<file path="src/verilog/throttle_gpi_pkg.sv">
// Operation
// (RL1) Per processor, bit 0 sets on any nonzero throttling seen on its input.
// (RL2) Bit 1 sets for throttle below 12.5%, bit 2 for 12.5% to below 25%.
// (RL3) Bits 3, 4, 5 set for 25-50%, 50-75% and 75-100% throttle bands.
// (RL4) Bit 6 sets when the processor throttled for the full 100% of a window.
// (RL5) Bit 7 sets when throttling exceeds the programmed per-processor throttle limit.
// (RL6) Only bit 7 of each processor register drives the summary host error output.
// (RL7) Input error bit n sets while general input n is low and unmasked.
// (RL8) Flags stay set until written one by host; all three registers reset to zero.
package throttle_gpi_pkg;

	// ----------------------------------------------------------------
	// register offsets
	// ----------------------------------------------------------------
	localparam logic [7:0] CPU1_STATUS_OFFSET = 8'h4c;
	localparam logic [7:0] CPU2_STATUS_OFFSET = 8'h4d;
	localparam logic [7:0] PIN_STATUS_OFFSET  = 8'h4e;
	localparam logic [7:0] CPU1_LIMIT_OFFSET  = 8'h80;
	localparam logic [7:0] CPU2_LIMIT_OFFSET  = 8'h81;
	localparam logic [7:0] PIN_MASK_OFFSET    = 8'h82;
	localparam logic [7:0] INT_STATUS_OFFSET  = 8'h83;
	localparam logic [7:0] INT_MASK_OFFSET    = 8'h84;
	localparam logic [7:0] SUMMARY_OFFSET     = 8'h85;

	// ----------------------------------------------------------------
	// processor status fields
	// ----------------------------------------------------------------
	localparam int THROTTLE_EVENT_FLAG_BIT          = 0;
	localparam int BAND_BELOW_EIGHTH_FLAG_BIT       = 1;
	localparam int BAND_BELOW_QUARTER_FLAG_BIT      = 2;
	localparam int BAND_BELOW_HALF_FLAG_BIT         = 3;
	localparam int BAND_BELOW_THREE_QUARTER_FLAG_BIT = 4;
	localparam int BAND_BELOW_FULL_FLAG_BIT         = 5;
	localparam int FULL_THROTTLE_FLAG_BIT           = 6;
	localparam int LIMIT_ERROR_BIT                  = 7;

	// ----------------------------------------------------------------
	// interrupt status fields
	// ----------------------------------------------------------------
	localparam int INT_CPU1_LIMIT_BIT = 0;
	localparam int INT_CPU2_LIMIT_BIT = 1;
	localparam int INT_PIN_LOW_BIT    = 2;
	localparam int INT_CPU1_FULL_BIT  = 3;
	localparam int INT_CPU2_FULL_BIT  = 4;

	// ----------------------------------------------------------------
	// reset values
	// ----------------------------------------------------------------
	localparam logic [7:0] STATUS_RESET   = 8'h00;
	localparam logic [7:0] LIMIT_RESET    = 8'hff;
	localparam logic [7:0] PIN_MASK_RESET = 8'h00;
	localparam logic [7:0] INT_MASK_RESET = 8'h00;
	localparam logic [7:0] UNMAPPED_READ  = 8'h00;

	// ----------------------------------------------------------------
	// timing
	// ----------------------------------------------------------------
	localparam int WINDOW_BITS_DEFAULT = 10;

endpackage

</file>
<file path="src/verilog/throttle_gpi_error_status.sv">
// Decided for this implementation: strobed register access.
`timescale 1ns/100ps
module throttle_gpi_error_status
	import throttle_gpi_pkg::*;
#(
	parameter int WINDOW_BITS = WINDOW_BITS_DEFAULT
) (
	// clock and reset
	input  wire logic       clock,
	input  wire logic       rst_b,
	input  wire logic       clockEnable,
	// register port
	input  wire logic [7:0] regAddr,
	input  wire logic [7:0] regWrData,
	input  wire logic       regWrite,
	input  wire logic       regRead,
	output logic      [7:0] regRdData,
	// monitored inputs
	input  wire logic       cpu1ThrottleIn_b,
	input  wire logic       cpu2ThrottleIn_b,
	input  wire logic [7:0] generalInputPin,
	// summary outputs
	output logic            hostError,
	output logic            interrupt
);

	// ----------------------------------------------------------------
	// state
	// ----------------------------------------------------------------
	localparam int CW = WINDOW_BITS + 1;
	localparam logic [CW-1:0] WIN_FULL = CW'(1) << WINDOW_BITS;
	localparam logic [CW-1:0] WIN_EIGHTH = WIN_FULL >> 3;
	localparam logic [CW-1:0] WIN_QUARTER = WIN_FULL >> 2;
	localparam logic [CW-1:0] WIN_HALF = WIN_FULL >> 1;
	localparam logic [CW-1:0] WIN_3QUARTER = WIN_HALF + WIN_QUARTER;
	localparam logic [WINDOW_BITS-1:0] WIN_LAST = '1;

	typedef struct packed {
		logic [1:0][7:0]    cpuStatus;
		logic [7:0]         pinStatus;
		logic [1:0][7:0]    limit;
		logic [7:0]         pinMask;
		logic [7:0]         intStatus;
		logic [7:0]         intMask;
		logic [WINDOW_BITS-1:0] winCnt;
		logic [1:0][CW-1:0] lowCnt;
		logic [7:0]         rdData;
	} state_s;

	state_s         state_reg;
	state_s         state_next;
	logic [1:0]     throttling;
	logic           windowEnd;
	logic [1:0][CW-1:0] total;
	logic [1:0][7:0]    cpuSet;
	logic [7:0]     pinSet;
	logic [7:0]     intSet;

	assign throttling = {~cpu2ThrottleIn_b, ~cpu1ThrottleIn_b};
	assign windowEnd  = (state_reg.winCnt == WIN_LAST);

	// ----------------------------------------------------------------
	// per-processor band classification
	// ----------------------------------------------------------------
	generate
		for (genvar i = 0; i < 2; i++) begin : g_cpu
			logic [CW+7:0] scaledCnt;
			logic [CW+7:0] scaledLimit;
			logic          active;

			assign total[i] = state_reg.lowCnt[i] + CW'(throttling[i]);
			assign active = windowEnd && (total[i] != '0);
			assign scaledCnt = {total[i], 8'h00};
			assign scaledLimit = (CW+8)'(state_reg.limit[i]) << WINDOW_BITS;

			// (RL1) any throttling
			assign cpuSet[i][THROTTLE_EVENT_FLAG_BIT] = throttling[i];
			// (RL2) low bands
			assign cpuSet[i][BAND_BELOW_EIGHTH_FLAG_BIT] = active && (total[i] < WIN_EIGHTH);
			assign cpuSet[i][BAND_BELOW_QUARTER_FLAG_BIT] = active && (total[i] >= WIN_EIGHTH)
				&& (total[i] < WIN_QUARTER);
			// (RL3) upper bands
			assign cpuSet[i][BAND_BELOW_HALF_FLAG_BIT] = active && (total[i] >= WIN_QUARTER)
				&& (total[i] < WIN_HALF);
			assign cpuSet[i][BAND_BELOW_THREE_QUARTER_FLAG_BIT] = active && (total[i] >= WIN_HALF)
				&& (total[i] < WIN_3QUARTER);
			assign cpuSet[i][BAND_BELOW_FULL_FLAG_BIT] = active && (total[i] >= WIN_3QUARTER)
				&& (total[i] < WIN_FULL);
			// (RL4) full window
			assign cpuSet[i][FULL_THROTTLE_FLAG_BIT] = windowEnd && (total[i] == WIN_FULL);
			// (RL5) limit compare
			assign cpuSet[i][LIMIT_ERROR_BIT] = windowEnd && (scaledCnt > scaledLimit);
		end
	endgenerate

	// (RL7) low unmasked pins
	assign pinSet = ~generalInputPin & ~state_reg.pinMask;

	always_comb begin
		intSet = 8'h00;
		intSet[INT_CPU1_LIMIT_BIT] = cpuSet[0][LIMIT_ERROR_BIT];
		intSet[INT_CPU2_LIMIT_BIT] = cpuSet[1][LIMIT_ERROR_BIT];
		intSet[INT_PIN_LOW_BIT] = |pinSet;
		intSet[INT_CPU1_FULL_BIT] = cpuSet[0][FULL_THROTTLE_FLAG_BIT];
		intSet[INT_CPU2_FULL_BIT] = cpuSet[1][FULL_THROTTLE_FLAG_BIT];
	end

	// ----------------------------------------------------------------
	// next state
	// ----------------------------------------------------------------
	always_comb begin
		logic [1:0][7:0] cpuClr;
		logic [7:0]      pinClr;
		logic [7:0]      intClr;
		cpuClr = '0;
		pinClr = 8'h00;
		intClr = 8'h00;
		state_next = state_reg;

		// measurement window
		state_next.winCnt = state_reg.winCnt + WINDOW_BITS'(1);
		for (int k = 0; k < 2; k++) begin
			state_next.lowCnt[k] = windowEnd ? '0 : total[k];
		end

		// register writes
		if (regWrite) begin
			if (regAddr == CPU1_STATUS_OFFSET) begin
				cpuClr[0] = regWrData;
			end else if (regAddr == CPU2_STATUS_OFFSET) begin
				cpuClr[1] = regWrData;
			end else if (regAddr == PIN_STATUS_OFFSET) begin
				pinClr = regWrData;
			end else if (regAddr == CPU1_LIMIT_OFFSET) begin
				state_next.limit[0] = regWrData;
			end else if (regAddr == CPU2_LIMIT_OFFSET) begin
				state_next.limit[1] = regWrData;
			end else if (regAddr == PIN_MASK_OFFSET) begin
				state_next.pinMask = regWrData;
			end else if (regAddr == INT_MASK_OFFSET) begin
				state_next.intMask = regWrData;
			end
		end

		// register reads
		if (regRead) begin
			if (regAddr == CPU1_STATUS_OFFSET) begin
				state_next.rdData = state_reg.cpuStatus[0];
			end else if (regAddr == CPU2_STATUS_OFFSET) begin
				state_next.rdData = state_reg.cpuStatus[1];
			end else if (regAddr == PIN_STATUS_OFFSET) begin
				state_next.rdData = state_reg.pinStatus;
			end else if (regAddr == CPU1_LIMIT_OFFSET) begin
				state_next.rdData = state_reg.limit[0];
			end else if (regAddr == CPU2_LIMIT_OFFSET) begin
				state_next.rdData = state_reg.limit[1];
			end else if (regAddr == PIN_MASK_OFFSET) begin
				state_next.rdData = state_reg.pinMask;
			end else if (regAddr == INT_STATUS_OFFSET) begin
				state_next.rdData = state_reg.intStatus;
				intClr = 8'hff;
			end else if (regAddr == INT_MASK_OFFSET) begin
				state_next.rdData = state_reg.intMask;
			end else if (regAddr == SUMMARY_OFFSET) begin
				state_next.rdData = {7'h00, hostError};
			end else begin
				state_next.rdData = UNMAPPED_READ;
			end
		end else begin
			state_next.rdData = 8'h00;
		end

		// (RL8) sticky flags, write one clears, interrupt status clears on read, set wins
		for (int k = 0; k < 2; k++) begin
			state_next.cpuStatus[k] = (state_reg.cpuStatus[k] & ~cpuClr[k]) | cpuSet[k];
		end
		state_next.pinStatus = (state_reg.pinStatus & ~pinClr) | pinSet;
		state_next.intStatus = (state_reg.intStatus & ~intClr) | intSet;
	end

	// ----------------------------------------------------------------
	// registers
	// ----------------------------------------------------------------
	always_ff @(posedge clock or negedge rst_b) begin
		if (!rst_b) begin
			// (RL8) zero reset, limits reset to 8'hff
			state_reg.cpuStatus <= {STATUS_RESET, STATUS_RESET};
			state_reg.pinStatus <= STATUS_RESET;
			state_reg.limit     <= {LIMIT_RESET, LIMIT_RESET};
			state_reg.pinMask   <= PIN_MASK_RESET;
			state_reg.intStatus <= STATUS_RESET;
			state_reg.intMask   <= INT_MASK_RESET;
			state_reg.winCnt    <= '0;
			state_reg.lowCnt    <= '0;
			state_reg.rdData    <= 8'h00;
		end else if (clockEnable) begin
			state_reg <= state_next;
		end
	end

	// ----------------------------------------------------------------
	// outputs
	// ----------------------------------------------------------------
	assign regRdData = state_reg.rdData;
	// (RL6) limit bits only
	assign hostError = state_reg.cpuStatus[0][LIMIT_ERROR_BIT] | state_reg.cpuStatus[1][LIMIT_ERROR_BIT];
	assign interrupt = |(state_reg.intStatus & state_reg.intMask);

endmodule

</file>
<file path="config.mk">
export PLATFORM = sky130hd
export DESIGN_NAME = throttle_gpi_error_status
export DESIGN_NICKNAME = d
export VERILOG_FILES = /design/src/verilog/throttle_gpi_pkg.sv /design/src/verilog/throttle_gpi_error_status.sv
export SDC_FILE = /design/constraint.sdc
export NUM_CORES = 1
export LEC_CHECK = 0
export CAP_MARGIN = 10
export CORE_ASPECT_RATIO = 2
export CORE_MARGIN = 3
export CORE_UTILIZATION = 65
export CTS_CLUSTER_DIAMETER = 50
export DETAILED_ROUTE_END_ITERATION = 6
export DONT_BUFFER_PORTS = 1
export PLACE_DENSITY = 0.81
export SYNTH_ARGS = -nofsm -noshare
export SYNTH_HDL_FRONTEND = slang
export SYNTH_SLANG_ARGS = --single-unit
</file>
<file path="constraint.sdc">
create_clock -name clock -period 4.6 [get_ports clock]
set_input_delay 0.92 -clock clock [delete_from_list [all_inputs] [get_ports clock]]
set_output_delay 0.92 -clock clock [all_outputs]
set_load 0.01 [all_outputs]
</file>
---- Yosys cells after proc, flatten, opt, wreduce, memory -nomap -nowiden ----
Cells that the tools add are included.
word-level totals
  bits in registers ....................... 104
  word-level logic and storage cells ...... 132
  bits of input ports ..................... 31
  output and inout bits ................... 10
operators by class
  $lt $le $gt $ge ......................... 20
  add/sub/neg operators ................... 3
  multiplexer cells ....................... 28
  reductions and logical operators ........ 32
  bitwise gates (word level) .............. 25
  equality and inequality tests ........... 12
operators by type and width
  operator                 count
  $mux W8                  24
  $and A8 B8 Y8            6
  $eq A8 B8 Y1 const B     6
  $not A8 Y8               6
  $ge A11 B10 Y1 const B   4
  $lt A11 B10 Y1 const B   4
  $gt A19 B18 Y1           2
  $eq A8 B7 Y1 const B     3
  $logic_and A1 B1 Y1      24
  $or A8 B8 Y8             3
  $add A11 B1 Y11          2
  $eq A11 B11 Y1 const B   2
  $ge A11 B8 Y1 const B    2
  $ge A11 B9 Y1 const B    2
  $lt A11 B11 Y1 const B   2
  $lt A11 B8 Y1 const B    2
  $lt A11 B9 Y1 const B    2
  $mux W11                 2
  $reduce_bool A11 Y1      2
  $mux W16                 1
  $reduce_or A8 Y1         2
  $add A10 B1 Y10 const B  1
  $eq A10 B10 Y1 const B   1
  $reduce_and A9 Y1        1
  7 further kinds          14

---- Logic depth before layout (Yosys ltp) ----
  word-level depth ........................ 12
  mapped depth ............................ 14
  depth with buffers taken out ............ 13

---- Worst setup path after synthesis ----
Ideal clock, no wire load.
  kind .................................... input-to-reg
  start point ............................. input cpu2ThrottleIn_b
  end point ............................... register state_reg[103] (netlist bit)
  slack ................................... 1.466 ns
  data arrival time ....................... 3.006 ns
  library setup time ...................... 0.128 ns
  required time ........................... 4.472 ns
  stages on the path ...................... 14
  buffers on the path ..................... 1
  path through ............................ inv_1 > ha_1 > ha_1 > clkbuf_1 > nand3_1 > nor2_1 > xnor2_1 > inv_1 > ha_1 > a21o_1 > a21oi_1 > o211ai_1 > a21oi_1 > o21ai_0
between the ends
  cells in the longest elaborated chain, start to end .. 5
RTL lines
  what                  line                              text
  start, declared       throttle_gpi_error_status.sv:20   input wire logic cpu2ThrottleIn_b,
  $not A1 Y1            throttle_gpi_error_status.sv:59   assign throttling = {~cpu2ThrottleIn_b, ~cpu1ThrottleIn_b};
  $add A11 B1 Y11       throttle_gpi_error_status.sv:71   assign total[i] = state_reg.lowCnt[i] + CW'(throttling[i]);
  $gt A19 B18 Y1        throttle_gpi_error_status.sv:92   assign cpuSet[i][LIMIT_ERROR_BIT] = windowEnd && (scaledCnt > scaledLimit);
  $logic_and A1 B1 Y1   throttle_gpi_error_status.sv:92
  $or A8 B8 Y8          throttle_gpi_error_status.sv:175  state_next.cpuStatus[k] = (state_reg.cpuStatus[k] & ~cpuClr[k]) | cpuSet[k];
  end signal, assigned  throttle_gpi_error_status.sv:197  state_reg <= state_next;
  end, declared         throttle_gpi_error_status.sv:50   state_s state_reg;
No other way between the ends.
A chain may end at the register's enable or synchronous reset.

---- Final worst setup path ----
  start point ............................. input cpu2ThrottleIn_b
  end point ............................... register state_reg[49] (netlist bit)
between the ends
  cells in the longest elaborated chain, start to end .. 5
RTL lines
  what                 line                              text
  $not A1 Y1           throttle_gpi_error_status.sv:59
  $add A11 B1 Y11      throttle_gpi_error_status.sv:71
  $gt A19 B18 Y1       throttle_gpi_error_status.sv:92
  $logic_and A1 B1 Y1  throttle_gpi_error_status.sv:92
  $or A8 B5 Y8         throttle_gpi_error_status.sv:178  state_next.intStatus = (state_reg.intStatus & ~intClr) | intSet;
No other way between the ends.

==> metrics.yaml <==
cells_and_area:
  largest_reg_flops: 80
  syn_to_final_growth_pct: 3.94
  fill_cells: 678
  nets: 671
  n_antenna_cell: 0
  drive_gt1_frac: 0.133
  final_common_cell: "dfrtp_1"
  stdcell_count: 726
  final_cell_mix: "dfrtp_1, nand2_1, o21ai_0, inv_1, nor2_1"
global_route:
  grtUsageTotal: 0.355
  grt_start_max_net_pins: 105
  antenna_found_initial: 0
  grt_pass1_wl_mm: 27.7
  grt_pass1_vias: 5114
  grt-ovfl-total: 0
timing:
  setup_tns_ns: 0
  rsz0062_at_grt: "false"
  finalHoldViolCount: 0
  finalSetupViolations: 0
  min_period_over_period: 0.673
  min_period_ns: 3.10
  skew_ns: 0.00820
  timing.slew.headroom: 0.241
  slew_viol_final: 0
  fmax_mhz: 323
  worstMarginPinSlew_ns: 1.13
clocking:
  ctsHoldBuffers: 0
  ctsLongestPathBuffers: 2
  cts_tree: "yes"
  numCtsBuffers: 9
  h-tree-depth: 3
  post_cts_buffers: 0
  post_cts_resize_count: 0
  root_buffer: "clkbuf_16"
  path_clk_slew_ns: 0.07
  clock-sinks: 104
  clock_latency_ns: 0.36
drt:
  drtIter0Drc: 598
  num_vias: 5119
  wl_per_cell_um: 24.7
  vias_per_cell: 7.05
  drc: 0
  wl_mm: 17.9
  drt_first_pass_iters: 6
  ant_nets: 0
worst_hold_path:
  min_path_type: "input pin to async pin"
floorplanning:
  dieArea_um2: 10800
  die_h_um: 144
  std_cell_rows: 49
  ios: 41
  fp.coreArea_um2: 9140
  die_w_um: 74.9
  start_util: 0.675
outcome:
  status: "finished clean"
place:
  dp_hpwl_mm: 12.9
  dp_cells: 710
  io_buffer_count: 0
  gp_congestion: 1.04
critical_path:
  cp-start-kind: "input pin"
  critPathArrivalTime_ns: 3.33
  cp-end-kind: "flop"
  cp_max_fo: 10
  cp.required_ns: 4.83
  criticalPathCategory: "input pin to flop"
synthesis:
  yosys_warnings: 0
  ys_seq_elements: 104
  async_flop_share: 1.00
  ys_seq_area_frac: 0.425
  syn_nets: 701
  synthFlopType: "dfrtp_1"
  synth.cell_area_um2: 6170
  synth.avg_cell_area_um2: 9.50
  ys_types: 63
  synth_edf_count: 0
  syn_inst: 649
power:
  p_leak_nw: 2.73
  irDropWorstVdd_uv: 373
  p_per_area_nw_per_um2: 360
flow_run:
  drv_cap: 0
-- synthesized netlist by cell type, types with 3 or more instances --
| master | number | area [um2] |
|---|---|---|
| nand3_1 | 26 | 130 |
| o2bb2ai_1 | 13 | 114 |
| buf_6 | 3 | 33.8 |
| nand2b_1 | 9 | 56.3 |
| o221ai_1 | 3 | 26.3 |
| and3_1 | 5 | 31.3 |
| mux2_4 | 16 | 240 |
| xor2_1 | 8 | 70.1 |
| o21ai_0 | 42 | 210 |
| a21oi_1 | 31 | 155 |
| a21o_1 | 4 | 30.0 |
| o22ai_1 | 5 | 31.3 |
| dfrtp_1 | 88 | 2200 |
| and4_1 | 5 | 43.8 |
| nand2_1 | 75 | 282 |
| a221o_1 | 3 | 30.0 |
| nor4_1 | 7 | 43.8 |
| and2_1 | 7 | 43.8 |
| or2_2 | 6 | 37.5 |
| a22oi_1 | 5 | 37.5 |
| a22o_1 | 12 | 105 |
| buf_1 | 3 | 11.3 |
| or3_1 | 7 | 43.8 |
| inv_1 | 33 | 124 |
| a32oi_1 | 3 | 26.3 |
| mux2_2 | 20 | 225 |
| o31ai_1 | 7 | 52.6 |
| buf_4 | 8 | 60.1 |
| nand4_1 | 13 | 81.3 |
| nor3_1 | 15 | 75.1 |
| dfstp_2 | 16 | 420 |
| clkbuf_1 | 27 | 101 |
| o211ai_1 | 3 | 22.5 |
| mux2i_1 | 3 | 30.0 |
| ha_1 | 21 | 263 |
| nor2_1 | 33 | 124 |
| nor2b_1 | 5 | 31.3 |
| xnor2_1 | 23 | 201 |
-- routing by layer --
layer  track usage  share of wire  vias up  wire length (um)
met4         0.276          0.091        0              1640
met5             0              0        -                 0
li1              -              -     2267                 -
met1         0.372           0.34     2481              6110
met2         0.581           0.49      273              8800
met3        0.0903          0.077       98              1370
-- through the flow --
step                      total power [W]  setup slack, ns  utilization  hold WS, ns  instance area (um2)
after floorplan                   0.00141             1.47            -        0.444                 6170
after global placement            0.00147             1.29        0.667        0.462                 6090
after detailed placement          0.00149             1.16        0.667        0.466                 6090
after CTS                         0.00230             1.51        0.702        0.253                 6410
after global routing              0.00242             1.23        0.702        0.246                 6410
final                             0.00231             1.50        0.702        0.257                 6410
-- logic make-up (layout without fill, tap and decap cells) --
kind of cell / Yosys count / after routing / share of synthesized area
simple gates: 224 / 224 / 0.183
fa+ha+maj: 21 / 21 / 0.0426
compound gates: 154 / 154 / 0.169
flops: 104 / 104 / 0.425
buf+inv: 76 / 51 / 0.0552
mux: 39 / 39 / 0.0803
xor+xnor: 31 / 31 / 0.0440
-- worst paths after layout --
| path | from | endpoint | slack [ns] | cells past startpoint |
|---|---|---|---|---|
| max in group asynchronous | rst_b | g_cpu[0].scaledLimit[16] | 4.12 | 0 |
| min in group clock | state_reg[39] | state_reg[39] | 0.48 | 1 |
| max reg2reg | state_reg[19] | state_reg[49] | 1.74 | 12 |
| min | rst_b | state_reg[41] | 0.26 | 0 |
| min reg2reg | state_reg[39] | state_reg[39] | 0.48 | 1 |
| max | cpu2ThrottleIn_b | state_reg[49] | 1.50 | 13 |
-- power by group --
group | internal [W] | total, W | switching (W)
Clock | 0.000478 | 0.000819 | 0.000341
Combinational | 0.000186 | 0.000389 | 0.000203
Sequential | 0.000992 | 0.00110 | 0.000108
Total | 0.00166 | 0.00231 | 0.000652
-- layout make-up --
| type | instances | area, um2 | share of cell area |
|---|---|---|---|
| Clock buffer | 11 | 233 | 0.0363 |
| Clock inverter | 5 | 83.8 | 0.0131 |
| Multi-Input combinational cell | 469 | 3200 | 0.500 |
| Inverter | 33 | 124 | 0.0193 |
| Timing Repair Buffer | 2 | 15.0 | 0.00234 |
| Tap cell | 102 | 128 | 0.0199 |
| Sequential cell | 104 | 2620 | 0.409 |
-- critical path, stage by stage --
cell and delay, ns:
inv_1 0.04, ha_1 0.21, ha_1 0.40, nand3_1 0.13
nor2_1 0.15, xnor2_1 0.22, inv_1 0.13, ha_1 0.31
a21o_1 0.18, a21oi_1 0.19, mux2i_1 0.11, a21oi_1 0.22
o21ai_0 0.12
Power figures use the tool's default switching activity.
